===== src/rtl/pbc_pkg.sv =====
// Shared constants, layouts and helpers for the polled bit-check receiver.
package pbc_pkg;

  // Base tick of all polling timing, derived from the system clock.
  localparam int unsigned CLK_NS = 40;
  localparam int unsigned TCLK_NS = 2066;
  localparam int unsigned TICK_CYC = TCLK_NS / CLK_NS;
  localparam logic [5:0] TICK_LAST = 6'(TICK_CYC - 1);

  // Register byte addresses.
  localparam logic [7:0] ADDR_OPERATING_CONFIG_REGISTER = 8'h00;
  localparam logic [7:0] ADDR_LIMIT = 8'h04;
  localparam logic [7:0] ADDR_STATUS = 8'h08;

  localparam logic [1:0] RESP_OKAY = 2'h0;
  localparam logic [1:0] RESP_SLVERR = 2'h2;

  // Timing figures in base ticks or extended ticks.
  localparam logic [17:0] T_STARTUP_TICKS = 18'h00080;
  localparam logic [17:0] T_SYNC_TICKS = 18'h00004;
  localparam logic [7:0] T_FORCE_DLY_TICKS = 8'h08;
  localparam logic [7:0] T_HOLD_MIN_TICKS = 8'h04;
  localparam logic [7:0] T_REL_DLY_TICKS = 8'h08;
  localparam logic [9:0] T_OFF_MIN_TICKS = 10'h020;
  localparam logic [9:0] T_OFF_MAX_TICKS = 10'h200;
  localparam logic [7:0] T_DATA_MIN_X = 8'h06;
  localparam logic [7:0] T_DATA_LMAX_X = 8'h60;

  localparam logic [4:0] SLEEP_FOREVER = 5'h1F;
  localparam logic [3:0] SLEEP_XMULT = 4'h8;
  localparam logic [4:0] CHECKS_PER_STEP = 5'h06;

  // Operating configuration word, most significant field first.
  typedef struct packed {
    logic noise_dis;
    logic xsleep;
    logic [4:0] sleep;
    logic ask_fsk;
    logic [1:0] nbit;
    logic [1:0] rate_range_select;
  } pbc_operating_config_register_t;

  typedef struct packed {
    logic [5:0] lim_max;
    logic [5:0] lim_min;
  } pbc_limit_t;

  localparam pbc_operating_config_register_t OPERATING_CONFIG_REGISTER_RST = 12'h8C4;
  localparam pbc_limit_t LIMIT_RST = 12'h60E;

  typedef enum logic [2:0] {
    MD_SLEEP,
    MD_STARTUP,
    MD_CHECK,
    MD_RECV,
    MD_SYNC
  } pbc_mode_t;

  typedef struct packed {
    logic clk_run;
    logic rechk;
    pbc_mode_t mode;
  } pbc_status_t;

  typedef struct packed {
    logic [7:0] awaddr;
    logic awvalid;
    logic [31:0] wdata;
    logic [3:0] wstrb;
    logic wvalid;
    logic bready;
    logic [7:0] araddr;
    logic arvalid;
    logic rready;
  } pbc_axi_req_t;

  typedef struct packed {
    logic awready;
    logic wready;
    logic [1:0] bresp;
    logic bvalid;
    logic arready;
    logic [31:0] rdata;
    logic [1:0] rresp;
    logic rvalid;
  } pbc_axi_rsp_t;

  // Last divider state of the extended tick for a rate range.
  function automatic logic [2:0] pbc_xlast(input logic [1:0] rr);
    case (rr)
      2'h0: pbc_xlast = 3'h7;
      2'h1: pbc_xlast = 3'h3;
      2'h2: pbc_xlast = 3'h1;
      default: pbc_xlast = 3'h0;
    endcase
  endfunction

  function automatic logic [4:0] pbc_need(input logic [1:0] nb);
    pbc_need = 5'(CHECKS_PER_STEP * 5'(nb));
  endfunction

  function automatic logic [7:0] pbc_diff(input pbc_limit_t l);
    pbc_diff = (l.lim_max >= l.lim_min) ? 8'(l.lim_max - l.lim_min) : 8'h00;
  endfunction

  function automatic logic [7:0] pbc_dbl_lo(input pbc_limit_t l);
    pbc_dbl_lo = 8'(8'(l.lim_min) + 8'(l.lim_max) - (pbc_diff(l) >> 1));
  endfunction

  function automatic logic [7:0] pbc_dbl_hi(input pbc_limit_t l);
    pbc_dbl_hi = 8'(8'(l.lim_min) + 8'(l.lim_max)
      + ((pbc_diff(l) + 8'h01) >> 1));
  endfunction

endpackage


===== src/rtl/pbc_receiver.sv =====
// Polled bit-check receiver back end with AXI4-Lite configuration.

`timescale 1ns/1ps
`default_nettype none

module pbc_receiver #(
  parameter int unsigned SLEEP_UNIT = 1024
) (
  // Clock and reset
  input wire logic mclk_in,
  input wire logic rstn_in,
  // Register bus
  input wire pbc_pkg::pbc_axi_req_t axi_req_in,
  output var pbc_pkg::pbc_axi_rsp_t axi_rsp_out,
  // Demodulator and host pins
  input wire logic dem_in,
  input wire logic data_pin_in,
  output logic data_pin_out,
  output logic data_pin_oe_n_out,
  input wire logic force_n_in,
  output logic data_clk_out,
  output logic active_indicator_out
);

  function automatic logic [31:0] merge(input logic [31:0] old,
                                         input logic [31:0] wd,
                                         input logic [3:0] st);
    merge = old;
    for (int i = 0; i < 4; i++) begin
      if (st[i]) begin
        merge[8*i +: 8] = wd[8*i +: 8];
      end
    end
  endfunction

  // Synchronisers.
  logic [2:0] dem_sy_ff, nxt_dem_sy;
  logic [2:0] dat_sy_ff, nxt_dat_sy;
  logic [2:0] frc_sy_ff, nxt_frc_sy;
  logic dem_st_ff, nxt_dem_st;
  logic dat_st_ff, nxt_dat_st;
  logic frc_st_ff, nxt_frc_st;

  always_comb begin
    nxt_dem_sy = {dem_sy_ff[1:0], dem_in};
    nxt_dat_sy = {dat_sy_ff[1:0], data_pin_in};
    nxt_frc_sy = {frc_sy_ff[1:0], force_n_in};
    nxt_dem_st = (dem_sy_ff[1] == dem_sy_ff[2]) ? dem_sy_ff[2] : dem_st_ff;
    nxt_dat_st = (dat_sy_ff[1] == dat_sy_ff[2]) ? dat_sy_ff[2] : dat_st_ff;
    nxt_frc_st = (frc_sy_ff[1] == frc_sy_ff[2]) ? frc_sy_ff[2] : frc_st_ff;
  end

  always_ff @(posedge mclk_in or negedge rstn_in) begin
    if (!rstn_in) begin
      dem_sy_ff <= 3'h7;
      dat_sy_ff <= 3'h7;
      frc_sy_ff <= 3'h7;
      dem_st_ff <= 1'b1;
      dat_st_ff <= 1'b1;
      frc_st_ff <= 1'b1;
    end else begin
      dem_sy_ff <= nxt_dem_sy;
      dat_sy_ff <= nxt_dat_sy;
      frc_sy_ff <= nxt_frc_sy;
      dem_st_ff <= nxt_dem_st;
      dat_st_ff <= nxt_dat_st;
      frc_st_ff <= nxt_frc_st;
    end
  end

  // Register bus.
  pbc_pkg::pbc_operating_config_register_t opm_ff, nxt_opm;
  pbc_pkg::pbc_limit_t lim_ff, nxt_lim;
  logic bvalid_ff, nxt_bvalid;
  logic [1:0] bresp_ff, nxt_bresp;
  logic rvalid_ff, nxt_rvalid;
  logic [31:0] rdata_ff, nxt_rdata;
  logic [1:0] rresp_ff, nxt_rresp;
  logic cfg_rst;
  logic wr_go;
  logic [7:0] wa;
  logic [7:0] ra;
  pbc_pkg::pbc_status_t stat;

  always_comb begin
    nxt_opm = opm_ff;
    nxt_lim = lim_ff;
    nxt_bvalid = bvalid_ff;
    nxt_bresp = bresp_ff;
    nxt_rvalid = rvalid_ff;
    nxt_rdata = rdata_ff;
    nxt_rresp = rresp_ff;
    wa = {axi_req_in.awaddr[7:2], 2'h0};
    ra = {axi_req_in.araddr[7:2], 2'h0};
    wr_go = axi_req_in.awvalid && axi_req_in.wvalid && !bvalid_ff;
    if (bvalid_ff && axi_req_in.bready) begin
      nxt_bvalid = 1'b0;
    end
    if (wr_go) begin
      nxt_bvalid = 1'b1;
      nxt_bresp = pbc_pkg::RESP_OKAY;
      case (wa)
        pbc_pkg::ADDR_OPERATING_CONFIG_REGISTER: begin
          nxt_opm = 12'(merge({20'h00000, opm_ff}, axi_req_in.wdata,
                              axi_req_in.wstrb));
        end
        pbc_pkg::ADDR_LIMIT: begin
          nxt_lim = 12'(merge({20'h00000, lim_ff}, axi_req_in.wdata,
                              axi_req_in.wstrb));
        end
        pbc_pkg::ADDR_STATUS: begin
          nxt_bresp = pbc_pkg::RESP_OKAY;
        end
        default: begin
          nxt_bresp = pbc_pkg::RESP_SLVERR;
        end
      endcase
    end
    if (cfg_rst) begin
      nxt_opm = pbc_pkg::OPERATING_CONFIG_REGISTER_RST;
      nxt_lim = pbc_pkg::LIMIT_RST;
    end
    if (rvalid_ff && axi_req_in.rready) begin
      nxt_rvalid = 1'b0;
    end
    if (axi_req_in.arvalid && !rvalid_ff) begin
      nxt_rvalid = 1'b1;
      nxt_rresp = pbc_pkg::RESP_OKAY;
      case (ra)
        pbc_pkg::ADDR_OPERATING_CONFIG_REGISTER: nxt_rdata = {20'h00000, opm_ff};
        pbc_pkg::ADDR_LIMIT: nxt_rdata = {20'h00000, lim_ff};
        pbc_pkg::ADDR_STATUS: nxt_rdata = {27'h0000000, stat};
        default: begin
          nxt_rdata = 32'h00000000;
          nxt_rresp = pbc_pkg::RESP_SLVERR;
        end
      endcase
    end
  end

  always_ff @(posedge mclk_in or negedge rstn_in) begin
    if (!rstn_in) begin
      opm_ff <= pbc_pkg::OPERATING_CONFIG_REGISTER_RST;
      lim_ff <= pbc_pkg::LIMIT_RST;
      bvalid_ff <= 1'b0;
      bresp_ff <= 2'h0;
      rvalid_ff <= 1'b0;
      rdata_ff <= 32'h00000000;
      rresp_ff <= 2'h0;
    end else begin
      opm_ff <= nxt_opm;
      lim_ff <= nxt_lim;
      bvalid_ff <= nxt_bvalid;
      bresp_ff <= nxt_bresp;
      rvalid_ff <= nxt_rvalid;
      rdata_ff <= nxt_rdata;
      rresp_ff <= nxt_rresp;
    end
  end

  always_comb begin
    axi_rsp_out.awready = wr_go;
    axi_rsp_out.wready = wr_go;
    axi_rsp_out.bresp = bresp_ff;
    axi_rsp_out.bvalid = bvalid_ff;
    axi_rsp_out.arready = !rvalid_ff;
    axi_rsp_out.rdata = rdata_ff;
    axi_rsp_out.rresp = rresp_ff;
    axi_rsp_out.rvalid = rvalid_ff;
  end

  // Receiver core.
  pbc_pkg::pbc_mode_t mode_ff, nxt_mode;
  logic [5:0] tick_cnt_ff, nxt_tick_cnt;
  logic [2:0] xdiv_ff, nxt_xdiv;
  logic [17:0] tmr_ff, nxt_tmr;
  logic [6:0] ei_ff, nxt_ei;
  logic [4:0] cnt_ff, nxt_cnt;
  logic dem_x_ff, nxt_dem_x;
  logic out_ff, nxt_out;
  logic [7:0] out_age_ff, nxt_out_age;
  logic lrel_ff, nxt_lrel;
  logic [7:0] ci_ff, nxt_ci;
  logic clk_run_ff, nxt_clk_run;
  logic phase_ff, nxt_phase;
  logic rechk_ff, nxt_rechk;
  logic [4:0] rcnt_ff, nxt_rcnt;
  logic clk_ff, nxt_clk;
  logic [7:0] frc_low_ff, nxt_frc_low;
  logic frc_prev_ff, nxt_frc_prev;
  logic rel_pend_ff, nxt_rel_pend;
  logic [7:0] rtmr_ff, nxt_rtmr;
  logic [9:0] hlow_ff, nxt_hlow;
  logic drv_ff, nxt_drv;
  logic [3:0] drv_hist_ff, nxt_drv_hist;
  logic act_ff, nxt_act;
  logic tick, xtick, dem_edge, out_edge, is_t, is_2t, blip, err;
  logic frc_low, host_low, fail;
  logic [4:0] need;
  logic [7:0] d2lo, d2hi;
  logic [17:0] sleep_ticks;

  always_comb begin
    tick = tick_cnt_ff == pbc_pkg::TICK_LAST;
    nxt_tick_cnt = tick ? 6'h00 : 6'(tick_cnt_ff + 6'h01);
    xtick = tick
      && (xdiv_ff == pbc_pkg::pbc_xlast(opm_ff.rate_range_select));
    nxt_xdiv = !tick ? xdiv_ff : (xtick ? 3'h0 : 3'(xdiv_ff + 3'h1));
    dem_edge = xtick && (dem_st_ff != dem_x_ff);
    nxt_dem_x = xtick ? dem_st_ff : dem_x_ff;
    need = pbc_pkg::pbc_need(opm_ff.nbit);
    d2lo = pbc_pkg::pbc_dbl_lo(lim_ff);
    d2hi = pbc_pkg::pbc_dbl_hi(lim_ff);
    sleep_ticks = 18'(18'(opm_ff.sleep)
      * (opm_ff.xsleep ? 18'(pbc_pkg::SLEEP_XMULT) : 18'h00001)
      * 18'(SLEEP_UNIT));

    // Spacing and low-hold bounds keep the host's edge rate and
    // response time finite, at the cost of clipping very long lows.
    nxt_out = out_ff;
    nxt_out_age = out_age_ff;
    nxt_lrel = lrel_ff;
    out_edge = 1'b0;
    if (xtick) begin
      if (out_age_ff != 8'hFF) begin
        nxt_out_age = 8'(out_age_ff + 8'h01);
      end
      if (dem_st_ff) begin
        nxt_lrel = 1'b0;
      end
      if (!out_ff && out_age_ff >= pbc_pkg::T_DATA_LMAX_X) begin
        nxt_out = 1'b1;
        nxt_out_age = 8'h00;
        nxt_lrel = 1'b1;
        out_edge = 1'b1;
      end else if (out_ff != dem_st_ff
                   && out_age_ff >= pbc_pkg::T_DATA_MIN_X
                   && !(lrel_ff && !dem_st_ff)) begin
        nxt_out = dem_st_ff;
        nxt_out_age = 8'h00;
        out_edge = 1'b1;
      end
    end

    // Clock recovery.
    nxt_ci = (xtick && ci_ff != 8'hFF) ? 8'(ci_ff + 8'h01) : ci_ff;
    nxt_clk_run = clk_run_ff;
    nxt_phase = phase_ff;
    nxt_rechk = rechk_ff;
    nxt_rcnt = rcnt_ff;
    is_t = ci_ff >= 8'(lim_ff.lim_min) && ci_ff < 8'(lim_ff.lim_max);
    is_2t = ci_ff >= d2lo && ci_ff < d2hi;
    blip = 1'b0;
    err = 1'b0;
    if (mode_ff == pbc_pkg::MD_RECV) begin
      if (out_edge) begin
        nxt_ci = 8'h00;
        if (rechk_ff) begin
          nxt_rcnt = is_t ? 5'(rcnt_ff + 5'h01) : 5'h00;
          if (is_t && 5'(rcnt_ff + 5'h01) >= need) begin
            nxt_rechk = 1'b0;
          end
        end else if (!clk_run_ff) begin
          if (is_2t) begin
            nxt_clk_run = 1'b1;
            nxt_phase = 1'b1;
            blip = 1'b1;
          end
          // Before the start bit there is no clock to halt, so other
          // spacings, such as the idle gap before the first edge, pass.
        end else if (is_t) begin
          // The sync point is mid-bit for Manchester and bit end for
          // bi-phase, so both codes share this phase tracker.
          nxt_phase = !phase_ff;
          blip = !phase_ff;
        end else if (is_2t && phase_ff) begin
          blip = 1'b1;
        end else begin
          err = 1'b1;
        end
      end else if (clk_run_ff && ci_ff >= d2hi) begin
        err = 1'b1;
      end
      if (rechk_ff && need == 5'h00) begin
        nxt_rechk = 1'b0;
      end
      if (err) begin
        nxt_clk_run = 1'b0;
        nxt_rechk = 1'b1;
        nxt_rcnt = 5'h00;
      end
    end else begin
      nxt_clk_run = 1'b0;
      nxt_rechk = 1'b0;
      nxt_rcnt = 5'h00;
      nxt_ci = 8'h00;
    end
    nxt_clk = blip ? 1'b1 : (tick ? 1'b0 : clk_ff);

    // Force pin and host line monitoring.
    frc_low = !frc_st_ff;
    nxt_frc_prev = frc_st_ff;
    nxt_frc_low = !frc_low ? 8'h00 :
      ((tick && frc_low_ff != 8'hFF) ? 8'(frc_low_ff + 8'h01) : frc_low_ff);
    host_low = !dat_st_ff && !drv_ff && drv_hist_ff == 4'h0;
    nxt_hlow = !host_low ? 10'h000 :
      ((tick && hlow_ff != 10'h3FF) ? 10'(hlow_ff + 10'h001) : hlow_ff);
    cfg_rst = tick && host_low && hlow_ff == pbc_pkg::T_OFF_MAX_TICKS;

    // Mode sequencing.
    nxt_mode = mode_ff;
    nxt_tmr = tick ? 18'(tmr_ff + 18'h00001) : tmr_ff;
    nxt_ei = ei_ff;
    nxt_cnt = cnt_ff;
    fail = 1'b0;
    case (mode_ff)
      pbc_pkg::MD_SLEEP: begin
        if (frc_low && frc_low_ff >= pbc_pkg::T_FORCE_DLY_TICKS) begin
          nxt_mode = pbc_pkg::MD_STARTUP;
          nxt_tmr = 18'h00000;
        end else if (!frc_low && opm_ff.sleep != pbc_pkg::SLEEP_FOREVER
                     && tmr_ff >= sleep_ticks) begin
          nxt_mode = pbc_pkg::MD_STARTUP;
          nxt_tmr = 18'h00000;
        end
      end
      pbc_pkg::MD_STARTUP: begin
        nxt_ei = 7'h00;
        nxt_cnt = 5'h00;
        if (tmr_ff >= pbc_pkg::T_STARTUP_TICKS) begin
          nxt_tmr = 18'h00000;
          if (frc_low || need == 5'h00) begin
            nxt_mode = pbc_pkg::MD_RECV;
          end else begin
            nxt_mode = pbc_pkg::MD_CHECK;
          end
        end
      end
      pbc_pkg::MD_CHECK: begin
        if (xtick) begin
          nxt_ei = 7'(ei_ff + 7'h01);
        end
        if (dem_edge) begin
          if (ei_ff < 7'(lim_ff.lim_min)) begin
            fail = 1'b1;
          end else begin
            nxt_ei = 7'h00;
            nxt_cnt = 5'(cnt_ff + 5'h01);
            if (5'(cnt_ff + 5'h01) >= need) begin
              nxt_mode = pbc_pkg::MD_RECV;
            end
          end
        end else if (xtick && 7'(ei_ff + 7'h01) >= 7'(lim_ff.lim_max)) begin
          fail = 1'b1;
        end
        if (fail) begin
          nxt_mode = frc_low ? pbc_pkg::MD_STARTUP : pbc_pkg::MD_SLEEP;
          nxt_tmr = 18'h00000;
        end
      end
      pbc_pkg::MD_RECV: begin
        if (!host_low && hlow_ff >= pbc_pkg::T_OFF_MIN_TICKS) begin
          nxt_mode = pbc_pkg::MD_SYNC;
          nxt_tmr = 18'h00000;
        end
      end
      pbc_pkg::MD_SYNC: begin
        if (tmr_ff >= pbc_pkg::T_SYNC_TICKS) begin
          nxt_mode = frc_low ? pbc_pkg::MD_STARTUP : pbc_pkg::MD_SLEEP;
          nxt_tmr = 18'h00000;
        end
      end
      default: begin
        nxt_mode = pbc_pkg::MD_SLEEP;
      end
    endcase

    // Force-pin release returns the receiver to polling after a delay.
    nxt_rel_pend = rel_pend_ff;
    nxt_rtmr = (tick && rel_pend_ff) ? 8'(rtmr_ff + 8'h01) : rtmr_ff;
    if (frc_st_ff && !frc_prev_ff && mode_ff == pbc_pkg::MD_RECV
        && frc_low_ff >= pbc_pkg::T_HOLD_MIN_TICKS) begin
      nxt_rel_pend = 1'b1;
      nxt_rtmr = 8'h00;
    end else if (rel_pend_ff && rtmr_ff >= pbc_pkg::T_REL_DLY_TICKS) begin
      nxt_rel_pend = 1'b0;
      nxt_mode = pbc_pkg::MD_SLEEP;
      nxt_tmr = 18'h00000;
    end

    nxt_drv = (mode_ff == pbc_pkg::MD_RECV && !out_ff
               && !(rechk_ff && opm_ff.noise_dis))
              || mode_ff == pbc_pkg::MD_SYNC;
    nxt_drv_hist = {drv_hist_ff[2:0], drv_ff};
    nxt_act = nxt_mode != pbc_pkg::MD_SLEEP;
    stat.clk_run = clk_run_ff;
    stat.rechk = rechk_ff;
    stat.mode = mode_ff;
  end

  always_ff @(posedge mclk_in or negedge rstn_in) begin
    if (!rstn_in) begin
      mode_ff <= pbc_pkg::MD_SLEEP;
      tick_cnt_ff <= 6'h00;
      xdiv_ff <= 3'h0;
      tmr_ff <= 18'h00000;
      ei_ff <= 7'h00;
      cnt_ff <= 5'h00;
      dem_x_ff <= 1'b1;
      out_ff <= 1'b1;
      out_age_ff <= 8'h00;
      lrel_ff <= 1'b0;
      ci_ff <= 8'h00;
      clk_run_ff <= 1'b0;
      phase_ff <= 1'b0;
      rechk_ff <= 1'b0;
      rcnt_ff <= 5'h00;
      clk_ff <= 1'b0;
      frc_low_ff <= 8'h00;
      frc_prev_ff <= 1'b1;
      rel_pend_ff <= 1'b0;
      rtmr_ff <= 8'h00;
      hlow_ff <= 10'h000;
      drv_ff <= 1'b0;
      drv_hist_ff <= 4'h0;
      act_ff <= 1'b0;
    end else begin
      mode_ff <= nxt_mode;
      tick_cnt_ff <= nxt_tick_cnt;
      xdiv_ff <= nxt_xdiv;
      tmr_ff <= nxt_tmr;
      ei_ff <= nxt_ei;
      cnt_ff <= nxt_cnt;
      dem_x_ff <= nxt_dem_x;
      out_ff <= nxt_out;
      out_age_ff <= nxt_out_age;
      lrel_ff <= nxt_lrel;
      ci_ff <= nxt_ci;
      clk_run_ff <= nxt_clk_run;
      phase_ff <= nxt_phase;
      rechk_ff <= nxt_rechk;
      rcnt_ff <= nxt_rcnt;
      clk_ff <= nxt_clk;
      frc_low_ff <= nxt_frc_low;
      frc_prev_ff <= nxt_frc_prev;
      rel_pend_ff <= nxt_rel_pend;
      rtmr_ff <= nxt_rtmr;
      hlow_ff <= nxt_hlow;
      drv_ff <= nxt_drv;
      drv_hist_ff <= nxt_drv_hist;
      act_ff <= nxt_act;
    end
  end

  // The data line is open drain: only ever pulled low.
  assign data_pin_out = 1'b0;
  assign data_pin_oe_n_out = !drv_ff;
  assign data_clk_out = clk_ff;
  assign active_indicator_out = act_ff;

endmodule

`default_nettype wire


===== config.mk =====
export PLATFORM = sky130hd
export DESIGN_NAME = pbc_receiver
export DESIGN_NICKNAME = d
export VERILOG_FILES = /design/src/rtl/pbc_pkg.sv /design/src/rtl/pbc_receiver.sv
export SDC_FILE = /design/constraint.sdc
export NUM_CORES = 1
export LEC_CHECK = 0
export CAP_MARGIN = 0
export CORE_ASPECT_RATIO = 1.75
export CORE_UTILIZATION = 35
export CTS_BUF_LIST = sky130_fd_sc_hd__clkbuf_8 sky130_fd_sc_hd__clkbuf_16
export CTS_CLUSTER_DIAMETER = 120
export DETAILED_ROUTE_END_ITERATION = 6
export DONT_BUFFER_PORTS = 1
export PLACE_DENSITY = 0.58
export SYNTH_ARGS = -nofsm -noshare
export SYNTH_HDL_FRONTEND = slang
export SYNTH_SLANG_ARGS = --single-unit
export TNS_END_PERCENT = 50

===== constraint.sdc =====
create_clock -name mclk_in -period 5.45 [get_ports mclk_in]
set_input_delay 1.3625 -clock mclk_in [delete_from_list [all_inputs] [get_ports mclk_in]]
set_output_delay 1.3625 -clock mclk_in [all_outputs]
set_load 0.03 [all_outputs]

==> summary.txt <==
Setup path
  – Critical path type: flip-flop to flip-flop
  – Crit-path max FO: 7
  – Critical Path End: rechk_ff$_DFFE_PN0P_
  – Crit. End Element: flip-flop
  – FF-to-FF setup slack: 300 ps
  – Setup crit start: lim_ff[1]$_DFFE_PN1P_
  – RR Startpoint: lim_ff[1]$_DFFE_PN1P_
  – Crit path DAT: 5480 ps
  – R2R Path End: rechk_ff$_DFFE_PN0P_
  – R2R cell count: 23
  – Critical Path Start Type: flip-flop
  – Worst EP required: 5780 ps

Die
  – Initial core utilization: 0.355
  – Rows: 82
  – Top Ports: 107
  – Die Area: 0.0298 mm2
  – Chip width: 131 um
  – Die Y: 227 um
  – Core area: 0.0286 mm2

Power and ir drop
  – Worst IR Drop VDD: 0.228 mV
  – PD cells: 271 mW/mm2
  – LEAKAGE: 5.28 nW
  – Total power: 3.06 mW

CTS
  – CTS Root Cell: clkbuf_16
  – Maximum clock path buffer count: 2
  – CTS buffer count: 17
  – Clock transition at path regs: 60 ps
  – Clk sinks: 156
  – Worst skew pair latency: 450 ps
  – CTS tree: built
  – Setup Buffers After CTS: 0
  – Max H-tree Level: 4

Job
  – Max cap viols: 0

Route
  – DR WL/cell: 16.3 um
  – First-pass iteration count of the detailed router: 5
  – Total wire length: 24600 um
  – DRC violations left: 0
  – ANT nets after route: 0
  – Vias after detailed routing: 7746
  – DR vias/cell: 5.14
  – First-iteration detailed-routing DRC count: 307

Yosys
  – Asr flop ratio synth: 1.00
  – #FFs+latches synth: 156
  – Seq/Total Area, Yosys: 0.387
  – Post-synth EDFFs: 0
  – Cell variety after synth: 74
  – Synthesis warning total: 0
  – Cell Area, Synth: 0.0102 mm2
  – Main synth FF type: dfrtp_1
  – Gate Count Post-Synth: 1103
  – Mean Syn Cell Area: 9.22 um2

GRT
  – Total gr overflow: 0
  – First-pass GRT wire length: 38900 um
  – Largest net degree at the start of global routing: 157
  – Initial antenna violation count: 0
  – Number of global-route vias before repair: 7703
  – GRT Overall Usage: 0.173

Placement
  – PortBufs: 0
  – Placement Cell Area: 0.0106 mm2
  – Gpl congestion: 0.824
  – Dpl hpwl: 18800 um

Timing
  – Minimum clock period: 5150 ps
  – Setup TNS: 0 ps
  – Endpoints failing hold: 0
  – Max Transition Viols Final: 0
  – Highest clock rate: 194 MHz
  – Max transition margin: 0.333
  – Part of the cycle the worst path needs: 0.944
  – Endpoints failing setup: 0
  – Slew @ Worst Pin: 997 ps
  – RSZ-0062 raised after global routing: no
  – Worst Skew: 11.2 ps

Status
  – Outcome: finished, final reports clean

Final layout
  – P&R area growth vs syn: 11.0%
  – ANT cells: 0
  – Share of layout cells above drive strength 1: 0.0930
  – Nets: 1286
  – Finished Cell Area: 0.0113 mm2

Min path
  – HP Class: flip-flop to flip-flop
worst max-delay path: stages (launching register included):
cell       delay, ps
dfstp_2          520
inv_1             60
ha_1             300
nor2b_1          130
o21a_1           210
o21a_1           190
buf_4            140
o21a_1           160
o31ai_1          340
or3b_2           470
o21ai_0          120
ha_1             320
a21o_1           180
a21oi_1          180
xor2_1           190
ha_1             260
a21o_1           180
a21oi_1          190
o31ai_2          100
a21oi_1          140
buf_4            150
a2111oi_2         60
o21bai_4         230
a21o_1           230
kinds of logic (layout without fill, tap and decap cells):
| group | Yosys count | in the layout | share of synthesized area |
|---|---|---|---|
| AO/OA/AOI/OAI | 217 | 217 | 0.137 |
| XOR/XNOR | 86 | 86 | 0.0741 |
| adder cells (fa/ha/maj) | 111 | 111 | 0.140 |
| buffers and inverters | 115 | 116 | 0.0552 |
| flip-flops | 156 | 156 | 0.387 |
| multiplexers | 17 | 17 | 0.0169 |
| other | 1 | 26 | 0.000369 |
| AND/OR/NAND/NOR | 400 | 400 | 0.190 |
through the flow:
stage	instances	hold slack [ps]	setup slack, ps	utilization
finish	1507	357	304	0.394
global route	1507	362	4.70	0.394
CTS	1507	356	56.1	0.392
detailed placement	1475	348	87.7	0.369
global placement	1475	346	167	0.369
floorplan	1128	345	472	-
synthesized netlist by cell type (11+ instances only):
master | instances | area share
dfrtp_1 | 132 | 0.32
nor2_1 | 124 | 0.046
ha_1 | 103 | 0.13
nand2_1 | 101 | 0.037
inv_1 | 63 | 0.023
o21ai_0 | 61 | 0.030
a21oi_1 | 50 | 0.025
nand3_1 | 48 | 0.024
xor2_1 | 45 | 0.039
xnor2_1 | 41 | 0.035
buf_4 | 27 | 0.020
dfstp_2 | 24 | 0.062
nand4_1 | 19 | 0.012
nor3_1 | 19 | 0.0094
mux2i_1 | 16 | 0.016
a21o_1 | 15 | 0.011
nand2b_1 | 15 | 0.0092
and3_1 | 14 | 0.0086
clkbuf_1 | 14 | 0.0052
o31ai_1 | 13 | 0.0096
or3_1 | 11 | 0.0068
power by group:
group / switching (mW) / leakage (nW) / total (mW) / internal, mW
Sequential: 0.0345 / 2.06 / 1.22 / 1.19
Clock: 0.487 / 0.329 / 1.33 / 0.846
Combinational: 0.295 / 2.89 / 0.506 / 0.211
layout by cell type (no fill, tap or decap), types with 4 or more instances in the layout:
cell type	n
dfrtp_1	132
nor2_1	122
ha_1	102
nand2_1	101
inv_1	65
o21ai_0	60
a21oi_1	49
nand3_1	48
xor2_1	45
xnor2_1	41
conb_1	26
dfstp_2	24
buf_4	21
nand4_1	19
nor3_1	18
clkbuf_16	17
mux2i_1	16
a21o_1	15
and3_1	14
nand2b_1	14
o31ai_1	12
or3_1	11
o21a_1	10
nor2b_1	8
a211oi_1	7
nor4_1	6
or4_1	6
a22o_1	6
a22oi_1	6
o21ai_1	5
o21bai_1	5
and4_1	5
bufinv_16	5
or2_2	4
a31oi_1	4
o2111ai_1	4
fa_1	4
final cells by class:
class,instances,area (um2)
clock inverters,12,193
well taps,378,473
flip-flops and latches,156,3930
multi-input cells,857,5830
clock buffers,20,467
repair buffers,21,158
fillers,2843,17300
inverters,63,236
state kept, by name (all words and copies together), names as in the netlist, 4 cells and up:
register	cells
ci_ff	8
cnt_ff	5
drv_hist_ff	4
ei_ff	7
frc_low_ff	8
hlow_ff	10
lim_ff	12
opm_ff	12
out_age_ff	8
rcnt_ff	5
rdata_ff	12
rtmr_ff	8
tick_cnt_ff	6
tmr_ff	18
per-layer routing:
metal	vias up	track usage	wire length, um
met4	0	0.0886	1010
met2	107	0.334	13700
li1	3853	-	-
met1	3733	0.172	9210
met3	53	0.0320	717
met5	-	0	0
timing repair:
item / 4_1_cts / 5_1_grt
setup endpoints to repair: 0 / 9
hold buffers: 0 / 0
resized for setup: 0 / 14
worst min path at each step:
stage / start / to / slack, ps / cells past startpoint
after detailed placement: frc_sy_ff[0]$_DFF_PN1_ / frc_sy_ff[1]$_DFF_PN1_ / 350 / 0
after global placement: dem_sy_ff[0]$_DFF_PN1_ / dem_sy_ff[1]$_DFF_PN1_ / 350 / 0
after global routing: frc_sy_ff[0]$_DFF_PN1_ / frc_sy_ff[1]$_DFF_PN1_ / 360 / 0
after CTS: dem_sy_ff[0]$_DFF_PN1_ / dem_sy_ff[1]$_DFF_PN1_ / 360 / 0
after floorplan: dat_sy_ff[0]$_DFF_PN1_ / dat_sy_ff[1]$_DFF_PN1_ / 350 / 0
final: dem_sy_ff[0]$_DFF_PN1_ / dem_sy_ff[1]$_DFF_PN1_ / 360 / 0
Power figures use the tool's default switching activity.
